==> config.mk <==
export PLATFORM = sky130hd
export DESIGN_NAME = adcrc_top
export DESIGN_NICKNAME = d
export VERILOG_FILES = /design/src/adcrc_pkg.sv /design/src/adcrc_top.sv
export SDC_FILE = /design/constraint.sdc
export NUM_CORES = 1
export LEC_CHECK = 0
export ABC_CLOCK_PERIOD_IN_PS = 2150
export BUFFER_PORTS_ARGS = -buffer_cell sky130_fd_sc_hd__buf_2
export CELL_PAD_IN_SITES_DETAIL_PLACEMENT = 0
export CELL_PAD_IN_SITES_GLOBAL_PLACEMENT = 2
export CORE_MARGIN = 5
export CORE_UTILIZATION = 35
export DETAILED_ROUTE_END_ITERATION = 16
export PLACE_DENSITY = 0.78
export SYNTH_ARGS = -nofsm -noshare
export SYNTH_HDL_FRONTEND = slang
export SYNTH_SLANG_ARGS = --single-unit
==> constraint.sdc <==
create_clock -name clk_i -period 2.15 [get_ports clk_i]
set_input_delay 0.1075 -clock clk_i [delete_from_list [all_inputs] [get_ports clk_i]]
set_output_delay 0.1075 -clock clk_i [all_outputs]
set_load 0.1 [all_outputs]
==> src/adcrc_pkg.sv <==
// package: offsets, field positions, reset values and timing of the converter control block
package adcrc_pkg;

   // cpu byte addresses (upper byte of a result at the even address)
   localparam logic [3:0] ADDR_RES_A_HI = 4'h0;
   localparam logic [3:0] ADDR_RES_D_LO = 4'h7;
   localparam logic [3:0] ADDR_CSR      = 4'h8;
   localparam logic [3:0] ADDR_TRG_CTRL = 4'h9;

   // conv_control_status field positions
   localparam int CSR_END_FLAG  = 7;
   localparam int CSR_IRQ_EN    = 6;
   localparam int CSR_START     = 5;
   localparam int CSR_SCAN      = 4;
   localparam int CSR_TIME_SEL  = 3;

   // conv_trigger_control field positions and fixed bits
   localparam int         TRG_ENABLE     = 7;
   localparam int         TRG_SPARE      = 0;
   localparam logic [7:0] TRG_FIXED_ONES = 8'h7E;

   localparam logic [7:0] CSR_RESET = 8'h00;
   localparam logic [9:0] RES_RESET = 10'h000;

   // timing: one state is one system clock
   localparam int STATE_NS          = 10;
   localparam int CLK_NS            = 10;
   localparam int FIRST_SLOW_STATES = 134;
   localparam int FIRST_FAST_STATES = 70;
   localparam int NEXT_SLOW_STATES  = 128;
   localparam int NEXT_FAST_STATES  = 66;
   localparam logic [7:0] FIRST_SLOW_CYC = 8'((FIRST_SLOW_STATES * STATE_NS) / CLK_NS);
   localparam logic [7:0] FIRST_FAST_CYC = 8'((FIRST_FAST_STATES * STATE_NS) / CLK_NS);
   localparam logic [7:0] NEXT_SLOW_CYC  = 8'((NEXT_SLOW_STATES * STATE_NS) / CLK_NS);
   localparam logic [7:0] NEXT_FAST_CYC  = 8'((NEXT_FAST_STATES * STATE_NS) / CLK_NS);

   typedef enum logic [1:0]
   {
      ADCRC_IDLE = 2'b01,
      ADCRC_CONV = 2'b10
   } adcrc_state_t;

   // cpu request
   typedef struct packed
   {
      logic       rd;
      logic       wr;
      logic       word;
      logic [3:0] addr;
      logic [7:0] wdata;
   } adcrc_cpu_req_t;

   // cpu answer
   typedef struct packed
   {
      logic        rvalid;
      logic [15:0] rdata;
   } adcrc_cpu_rsp_t;

   // whole block state
   typedef struct packed
   {
      adcrc_state_t   state;
      logic [7:0]     csr;
      logic           flag_seen;
      logic           trg_en;
      logic           trg_spare;
      logic           trg_prev;
      logic [3:0][9:0] res;
      logic [7:0]     lo_latch;
      logic [2:0]     chan;
      logic [7:0]     cnt;
      logic           sample;
      logic           irq;
      adcrc_cpu_rsp_t rsp;
   } adcrc_regs_t;

endpackage

==> src/adcrc_top.sv <==
// converter result registers, control/status register and conversion sequencer
//
// Functional notes
// [RULE_01] four read-only 16-bit result registers, one per channel position
// [RULE_02] 10-bit result sits in bits 15..6, low six bits read zero
// [RULE_03] upper byte read directly, lower byte copied to latch then
// [RULE_04] software reads upper byte first, then lower byte, for coherence
// [RULE_05] a word read returns the whole result in one access
// [RULE_06] reset clears every result register to zero
// [RULE_07] inputs 4..7 land in result registers A..D
// [RULE_08] inputs 0..3 land in A..D too; two low channel bits choose
// [RULE_09] end flag set at single end or after last scanned channel
// [RULE_10] end flag cleared only by writing 0 after reading it as 1
// [RULE_11] interrupt request while end flag and interrupt enable both set
// [RULE_12] writing 1 to start begins; single mode clears start when done
// [RULE_13] scan repeats until start cleared by software, reset or standby
// [RULE_14] mode bit: 0 single channel, 1 repeated scan
// [RULE_15] time select: 134 states when 0, 70 states when 1
// [RULE_16] software clears start before changing time select
// [RULE_17] channel bits pick one input, or group and last scanned channel
// [RULE_18] software clears start before changing mode or channel
// [RULE_19] later scan conversions take 128 or 66 states
// [RULE_20] enabled trigger edge sets start, then acts as software start
// [RULE_21] each result stored no later than its end flag
`timescale 1ns/10ps
module adcrc_top
(
   // clock and reset
   input  wire logic                     clk_i,
   input  wire logic                     rst_i,
   // cpu byte bus
   input  wire adcrc_pkg::adcrc_cpu_req_t cpu_req_i,
   output      adcrc_pkg::adcrc_cpu_rsp_t cpu_rsp_o,
   // converter core
   input  wire logic [9:0]               core_result_i,
   output      logic [2:0]               core_chan_o,
   output      logic                     core_sample_o,
   output      logic                     conv_busy_o,
   // system
   input  wire logic                     standby_i,
   input  wire logic                     ext_trigger_input_i,
   input  wire logic                     ext_trigger_rising_i,
   output      logic                     conv_end_irq_o
);
   import adcrc_pkg::*;

   adcrc_regs_t r_q;
   adcrc_regs_t r_d;

   ////////////////////////////////////////////////////////////////////////////

   always_comb
   begin
      logic        rd_csr;
      logic        wr_csr;
      logic        trg_edge;
      logic        last;
      logic        set_flag;
      logic [1:0]  idx;
      logic [15:0] full;
      logic [7:0]  byte_v;

      r_d      = r_q;
      trg_edge = 1'b0;
      set_flag = 1'b0;
      last     = 1'b0;
      idx      = cpu_req_i.addr[2:1];
      full     = {r_q.res[idx], 6'h00};                               // [RULE_02]
      byte_v   = 8'h00;
      rd_csr   = cpu_req_i.rd && (cpu_req_i.addr == ADDR_CSR);
      wr_csr   = cpu_req_i.wr && (cpu_req_i.addr == ADDR_CSR);
      r_d.sample   = 1'b0;
      r_d.rsp      = '0;
      r_d.trg_prev = ext_trigger_input_i;

      // cpu reads: results are read only, writes to them are ignored    [RULE_01]
      if (cpu_req_i.rd)
      begin
         r_d.rsp.rvalid = 1'b1;
         if (cpu_req_i.addr <= ADDR_RES_D_LO)
         begin
            if (cpu_req_i.word)
               r_d.rsp.rdata = full;                                  // [RULE_05]
            else if (!cpu_req_i.addr[0])
            begin
               byte_v       = full[15:8];
               r_d.lo_latch = full[7:0];                              // [RULE_03]
            end
            else
               byte_v = r_q.lo_latch;                                 // [RULE_03]
         end
         else if (cpu_req_i.addr == ADDR_CSR)
            byte_v = r_q.csr;
         else if (cpu_req_i.addr == ADDR_TRG_CTRL)
            byte_v = TRG_FIXED_ONES | {r_q.trg_en, 6'h00, r_q.trg_spare};
         if (!cpu_req_i.word)
            r_d.rsp.rdata = {8'h00, byte_v};
      end

      if (rd_csr && r_q.csr[CSR_END_FLAG])
         r_d.flag_seen = 1'b1;

      // control writes; the end flag bit only accepts a clearing 0
      if (wr_csr)
      begin
         r_d.csr[6:0] = cpu_req_i.wdata[6:0];                         // [RULE_14] [RULE_15] [RULE_17]
         if (!cpu_req_i.wdata[CSR_END_FLAG] && r_q.flag_seen)
         begin
            r_d.csr[CSR_END_FLAG] = 1'b0;                             // [RULE_10]
            r_d.flag_seen         = 1'b0;
         end
      end
      if (cpu_req_i.wr && (cpu_req_i.addr == ADDR_TRG_CTRL))
      begin
         r_d.trg_en    = cpu_req_i.wdata[TRG_ENABLE];
         r_d.trg_spare = cpu_req_i.wdata[TRG_SPARE];
      end

      // external trigger on the chosen edge sets the start bit
      trg_edge = ext_trigger_rising_i ? (ext_trigger_input_i && !r_q.trg_prev)
                                      : (!ext_trigger_input_i && r_q.trg_prev);
      if (r_q.trg_en && trg_edge)
         r_d.csr[CSR_START] = 1'b1;                                   // [RULE_20]

      if (standby_i)
         r_d.csr[CSR_START] = 1'b0;                                   // [RULE_13]

      case (r_q.state)
         ADCRC_IDLE:
         begin
            if (r_q.csr[CSR_START] && !standby_i)
            begin
               r_d.state  = ADCRC_CONV;
               r_d.chan   = r_q.csr[CSR_SCAN] ? {r_q.csr[2], 2'b00} : r_q.csr[2:0]; // [RULE_17]
               r_d.cnt    = r_q.csr[CSR_TIME_SEL] ? FIRST_FAST_CYC : FIRST_SLOW_CYC; // [RULE_15]
               r_d.sample = 1'b1;
            end
         end
         ADCRC_CONV:
         begin
            // start cleared by software or standby stops the sequence at once
            if (!r_d.csr[CSR_START])
               r_d.state = ADCRC_IDLE;                                // [RULE_13]
            else if (r_q.cnt != 8'h01)
               r_d.cnt = r_q.cnt - 8'h01;
            else
            begin
               r_d.res[r_q.chan[1:0]] = core_result_i;                // [RULE_07] [RULE_08] [RULE_21]
               if (!r_q.csr[CSR_SCAN])
               begin
                  set_flag           = 1'b1;                          // [RULE_09]
                  r_d.csr[CSR_START] = 1'b0;                          // [RULE_12]
                  r_d.state          = ADCRC_IDLE;
               end
               else
               begin
                  last       = (r_q.chan[1:0] == r_q.csr[1:0]);
                  set_flag   = last;                                  // [RULE_09]
                  r_d.chan   = last ? {r_q.chan[2], 2'b00}
                                    : {r_q.chan[2], r_q.chan[1:0] + 2'b01}; // [RULE_14]
                  r_d.cnt    = r_q.csr[CSR_TIME_SEL] ? NEXT_FAST_CYC : NEXT_SLOW_CYC; // [RULE_19]
                  r_d.sample = 1'b1;
               end
            end
         end
         default:
            r_d.state = ADCRC_IDLE;
      endcase

      // a finishing conversion beats a clearing write in the same cycle
      if (set_flag)
         r_d.csr[CSR_END_FLAG] = 1'b1;                                // [RULE_09]

      r_d.irq = r_d.csr[CSR_END_FLAG] && r_d.csr[CSR_IRQ_EN];         // [RULE_11]
   end

   ////////////////////////////////////////////////////////////////////////////

   always_ff @(posedge clk_i or posedge rst_i)
   begin
      if (rst_i)
      begin
         r_q           <= '0;
         r_q.state     <= ADCRC_IDLE;
         r_q.csr       <= CSR_RESET;
         r_q.res       <= {4{RES_RESET}};                             // [RULE_06]
         r_q.trg_prev  <= 1'b1;
      end
      else
         r_q <= r_d;
   end

   ////////////////////////////////////////////////////////////////////////////

   assign cpu_rsp_o      = r_q.rsp;
   assign core_chan_o    = r_q.chan;
   assign core_sample_o  = r_q.sample;
   // one-hot code: the conversion state bit is the busy flop itself
   assign conv_busy_o    = r_q.state[1];
   assign conv_end_irq_o = r_q.irq;

endmodule

==> impl_metrics.env, run 1 <==
export IMPL_status="finished clean"
export IMPL_antenna_found_initial=0
export IMPL_synthSimpleGateAreaFrac=0.136
export IMPL_synth_seq_cells=86
export IMPL_start_util=0.358
export IMPL_fin_util=0.428
export IMPL_chipHeight_um=121
export IMPL_hold_depth=3
export IMPL_min_period_ns=2.01
export IMPL_final_cell_mix="dfrtp_1 (83), buf_2 (52), nand2_1 (40)"
export IMPL_met2_length_um=4880
export IMPL_fillers=1162
export IMPL_ctsHtreeMaxLevel=3
export IMPL_final_max_slew_viol_count=0
export IMPL_crit_required_ns=2.41
export IMPL_ys_types=55
export IMPL_rsz0062_at_grt="false"
export IMPL_arrival_ns=2.27
export IMPL_final_cells=607
export IMPL_cts_tree="done"
export IMPL_fin_ws_ns=0.139
export IMPL_top_layer="met4"
export IMPL_max_vdd_ir_drop_mv=0.427
export IMPL_clockBufferDepth=2
export IMPL_synth_top_family_by_area="multiplexers"
export IMPL_fin_tns_setup_ns=0
export IMPL_crit_fanout=6
export IMPL_coreArea_mm2=0.0121
export IMPL_hold_violations=0
export IMPL_yosysWarnings=0
export IMPL_p_leak_nw=2.53
export IMPL_drc=0
export IMPL_setup_viol=0
export IMPL_met1_length_um=4780
export IMPL_reg2reg_depth=8
export IMPL_numCtsBuffers=9
export IMPL_syn_area_mm2=0.00432
export IMPL_vias_per_cell=4.95
export IMPL_max_cap_violations=0
export IMPL_syn_inst=375
export IMPL_die_area_mm2=0.0147
export IMPL_grt_usage=0.150
export IMPL_synth_fa_ha_area_frac=0.0261
export IMPL_netlist_top_cells_area="dfrtp_1 (49%), mux2_2 (10%), mux4_2 (5.2%), buf_4 (3.8%), nand2_1 (3.5%)"
export IMPL_die_w_um=121
export IMPL_syn_area_per_cell_um2=11.5
export IMPL_num_antenna_cells=0
export IMPL_place_congestion=0.779
export IMPL_synthArstFlopShare=1.00
export IMPL_io_pins=53
export IMPL_via_count=3004
export IMPL_synth_compound_area_frac=0.0898
export IMPL_drt_wl_total_um=10200
export IMPL_cts_sinks=86
export IMPL_synth_edf_count=0
export IMPL_dp_cells=583
export IMPL_place_ws_ns=0.110
export IMPL_clk_pin_slew_worst_paths_ns=0.07
export IMPL_final_common_cell="dfrtp_1"
export IMPL_post_route_period_util=0.935
export IMPL_first_pass_iters=4
export IMPL_num_rows=40
export IMPL_grt_max_degree=42
export IMPL_syn_num_nets=414
export IMPL_clock_latency_ns=0.35
export IMPL_antenna_left=0
export IMPL_drive_gt1_frac=0.358
export IMPL_worst_setup_path_end_kind="flop"
export IMPL_max_freq_mhz=497
export IMPL_synthDominantCellAreaShare=0.486
export IMPL_grt_pass1_vias=3151
export IMPL_start_kind="flop"
export IMPL_wl_met3_um=400
export IMPL_crit_type="reg -> reg"
export IMPL_synth_xor_area_frac=0.00608
export IMPL_fin_nets=473
export IMPL_cts_root_buf="clkbuf_16"
export IMPL_area_growth_synth_to_final_pct=19.6
export IMPL_port_buffers=52
export IMPL_hold_class="in -> reg"
export IMPL_wl_per_cell_um=16.8
export IMPL_slew_headroom=0.623
export IMPL_yosys_most_used_dff="dfrtp_1"
export IMPL_dp_final_hpwl_um=7530
export IMPL_seq_area_frac_synth=0.499
export IMPL_drt_iter0_markers=125
export IMPL_powerDensity_mw_per_mm2=937
export IMPL_grt_overflow_total=0
export IMPL_synthMuxAreaShare=0.176
export IMPL_skew_ns=0.00883
export IMPL_grt_pass1_wl_um=16800
export IMPL_yosysTopAreaCell="dfrtp_1"
export IMPL_worst_pin_slew_ns=0.565
-- per-stage QoR --
step | area, um^2 | total power (W) | hold slack, ns
6_report | 5170 | 0.00484 | 0.00504
4_1_cts | 5150 | 0.00488 | 0.00579
3_5_place_dp | 4760 | 0.00320 | 0.198
5_1_grt | 5170 | 0.00509 | 0.0164
3_3_place_gp | 4760 | 0.00320 | 0.207
2_1_floorplan | 4330 | 0.00285 | 0.112
-- final timing paths --
path                            to    startpoint  slack, ns
max                        r_q[21]   conv_busy_o       0.14
min                        r_q[88]  cpu_req_i[6]      0.005
max reg2reg                r_q[21]   conv_busy_o       0.14
min reg2reg                r_q[42]       r_q[42]       0.50
max in group asynchronous  r_q[78]         rst_i       1.21
min in group asynchronous  r_q[20]         rst_i       0.36
-- state kept, by name (all words and copies together), names as in the netlist --
signal,cells
r_q,63
cpu_rsp_o,17
core_chan_o,3
conv_busy_o,1
conv_end_irq_o,1
core_sample_o,1
-- area by class of cell --
cell class	count	area, um^2	share of cell area
Clock inverter	5	63.8	0.0123
Inverter	22	86.3	0.0167
Sequential cell	86	2160	0.418
Multi-Input combinational cell	236	1890	0.365
Timing Repair Buffer	79	508	0.0983
Clock buffer	11	253	0.0489
Tap cell	168	210	0.0407
-- routing by layer --
| metal | GRT usage | up-vias |
|---|---|---|
| met4 | 0.0510 | 0 |
| met3 | 0.0364 | 11 |
| li1 | - | 1427 |
| met2 | 0.235 | 69 |
| met1 | 0.204 | 1497 |
| met5 | 0 | - |
-- report_power, final --
part	leakage [nW]	internal, W	switching, W
registers	1.16	0.00176	0.000163
logic	1.21	0.000426	0.000844
clock network	0.153	0.000974	0.000670
total	2.53	0.00316	0.00168
-- Yosys cell counts, types with 3 or more instances --
library cell   n
mux2_2        39
a21oi_1       16
nand3_1        8
buf_4         22
nor3_1         7
mux4_2        10
ha_1           9
nand4_1        3
nor2_1        13
o21ai_0       17
clkbuf_1       5
o22ai_1        3
a22o_1         3
and3_1         3
nand2_1       40
and2_1         3
dfrtp_1       84
inv_1         22
a31oi_1        3
o31ai_1        4
nand3_2        3
nor2b_1        8
xor2_1         3
mux2_1         6
mux2i_1        3
-- cells by family after synthesis --
kind of cell | Yosys count
compound gates | 60
xor+xnor | 3
fa+ha+maj | 9
buf+inv | 53
flops | 86
mux | 58
simple gates | 106
-- timing repair --
item	4_1_cts	5_1_grt
buffers inserted	0	0
resized for setup	0	3
endpoints found under the hold margin	26	0
setup endpoints to repair	0	16
hold buffers	8	0
-- worst max-delay path, stage by stage, from the launching register on --
cell      delay (ns)
dfrtp_4         0.49
inv_1           0.08
ha_1            0.20
nand3b_1        0.16
nand2_1         0.13
nand2_1         0.06
o32a_1          0.37
buf_4           0.19
o32ai_1         0.24
Power figures use the tool's default switching activity.
==> run 2, diff against run 1 <==
- CORE_ASPECT_RATIO: unset -> 1.25
- CORE_MARGIN: 5 -> 2
==> impl_metrics.env, run 2 (synthesis gave the netlist of run 1 again) <==
export IMPL_grt_overflow_total=0
export IMPL_max_vdd_ir_drop_mv=0.371
export IMPL_drt_wl_total_um=10000
export IMPL_crit_fanout=7
export IMPL_powerDensity_mw_per_mm2=913
export IMPL_numCtsBuffers=9
export IMPL_skew_ns=0.00862
export IMPL_fin_nets=475
export IMPL_die_w_um=103
export IMPL_clock_latency_ns=0.34
export IMPL_drive_gt1_frac=0.349
export IMPL_min_period_ns=1.99
export IMPL_post_route_period_util=0.925
export IMPL_final_common_cell="dfrtp_1"
export IMPL_chipHeight_um=128
export IMPL_cts_sinks=86
export IMPL_final_cell_mix="dfrtp_1 (83), buf_2 (52), nand2_1 (40)"
export IMPL_max_cap_violations=0
export IMPL_grt_max_degree=43
export IMPL_ctsHtreeMaxLevel=3
export IMPL_arrival_ns=2.25
export IMPL_crit_type="reg -> reg"
export IMPL_start_kind="flop"
export IMPL_max_freq_mhz=503
export IMPL_cts_setup_buffers=0
export IMPL_cts_root_buf="clkbuf_16"
export IMPL_clk_pin_slew_worst_paths_ns=0.06
export IMPL_vias_per_cell=4.97
export IMPL_final_max_slew_viol_count=0
export IMPL_largest_register_ffs=63
export IMPL_top_register="r_q"
export IMPL_fin_tns_setup_ns=0
export IMPL_status="finished clean"
export IMPL_grt_pass1_wl_um=16800
export IMPL_use_met1=0.210
export IMPL_worst_pin_slew_ns=0.702
export IMPL_area_growth_synth_to_final_pct=19.5
export IMPL_drt_iter0_markers=131
export IMPL_antenna_left=0
export IMPL_worst_setup_path_end_kind="flop"
export IMPL_grt_usage=0.167
export IMPL_use_met2=0.279
export IMPL_start_util=0.357
export IMPL_via_count=3009
export IMPL_busiest_layer="met2"
export IMPL_place_congestion=0.798
export IMPL_hold_violations=0
export IMPL_first_pass_iters=4
export IMPL_antenna_found_initial=0
export IMPL_grt_pass1_vias=3287
export IMPL_port_buffers=52
export IMPL_drc=0
export IMPL_coreArea_mm2=0.0121
export IMPL_fin_util=0.427
export IMPL_slew_headroom=0.531
export IMPL_use_met3=0.0294
export IMPL_setup_viol=0
export IMPL_clockBufferDepth=2
export IMPL_num_rows=45
export IMPL_cts_resized_gates=0
export IMPL_crit_required_ns=2.41
export IMPL_die_area_mm2=0.0133
export IMPL_hold_class="in -> reg"
export IMPL_wl_per_cell_um=16.6
export IMPL_dp_final_hpwl_um=7360
export IMPL_p_leak_nw=2.53
export IMPL_rsz0062_at_grt="false"
export IMPL_num_antenna_cells=0
export IMPL_io_pins=53
export IMPL_cts_tree="done"
export IMPL_fillers=1154
[run 2: path summary, 6_finish.rpt]
path | from | endpoint | slack [ns] | depth (start not counted)
max | r_q[20] | r_q[24] | 0.16 | 9
min | core_result_i[1] | r_q[69] | 0.03 | 2
max reg2reg | r_q[20] | r_q[24] | 0.16 | 9
min reg2reg | r_q[81] | r_q[81] | 0.49 | 1
max in group asynchronous | rst_i | r_q[90] | 1.03 | 4
min in group asynchronous | rst_i | r_q[49] | 0.43 | 3
[run 2: worst max-delay path, stage by stage (launching register included)]
cell and delay (ns):
dfrtp_1 0.38, inv_1 0.08, ha_1 0.27, nor4b_1 0.28, nand4_1 0.18, nand2_1 0.10
o32a_1 0.30, buf_4 0.18, a21oi_1 0.04, o21ai_1 0.11
[run 2: layer usage]
layer / wire length [um] / part of all wire
met3: 264 / 0.026
met4: 210 / 0.021
met2: 5210 / 0.52
met5: 0 / 0
met1: 4330 / 0.43
[run 2: area by class of cell]
cell class,count,area (um^2),share of cell area
Sequential cell,86,2160,0.418
Multi-Input combinational cell,236,1880,0.363
Timing Repair Buffer,81,551,0.107
Clock buffer,10,229,0.0443
Tap cell,164,205,0.0397
Inverter,22,86.3,0.0167
Clock inverter,6,61.3,0.0119
[run 2: where the power goes]
group	switching [W]	internal [W]	leakage, nW
logic	0.000835	0.000423	1.22
clock network	0.000639	0.000899	0.143
registers	0.000155	0.00176	1.16
total	0.00163	0.00309	2.53
[run 2: repair_timing]
action	in CTS	in global routing
hold endpoints to repair	36	0
hold buffers	9	0
endpoints found under the setup margin	0	0
[run 2: metrics by stage]
stage / power, W / cell area, um^2 / hold slack [ns] / cells / worst slack, ns
2_1_floorplan: 0.00285 / 4330 / 0.112 / 375 / 0.0265
3_3_place_gp: 0.00320 / 4790 / 0.232 / 580 / 0.152
3_5_place_dp: 0.00320 / 4790 / 0.241 / 580 / 0.170
4_1_cts: 0.00478 / 5170 / 0.0223 / 605 / 0.131
5_1_grt: 0.00500 / 5170 / 0.0358 / 605 / 0.0195
6_report: 0.00471 / 5170 / 0.0294 / 605 / 0.162
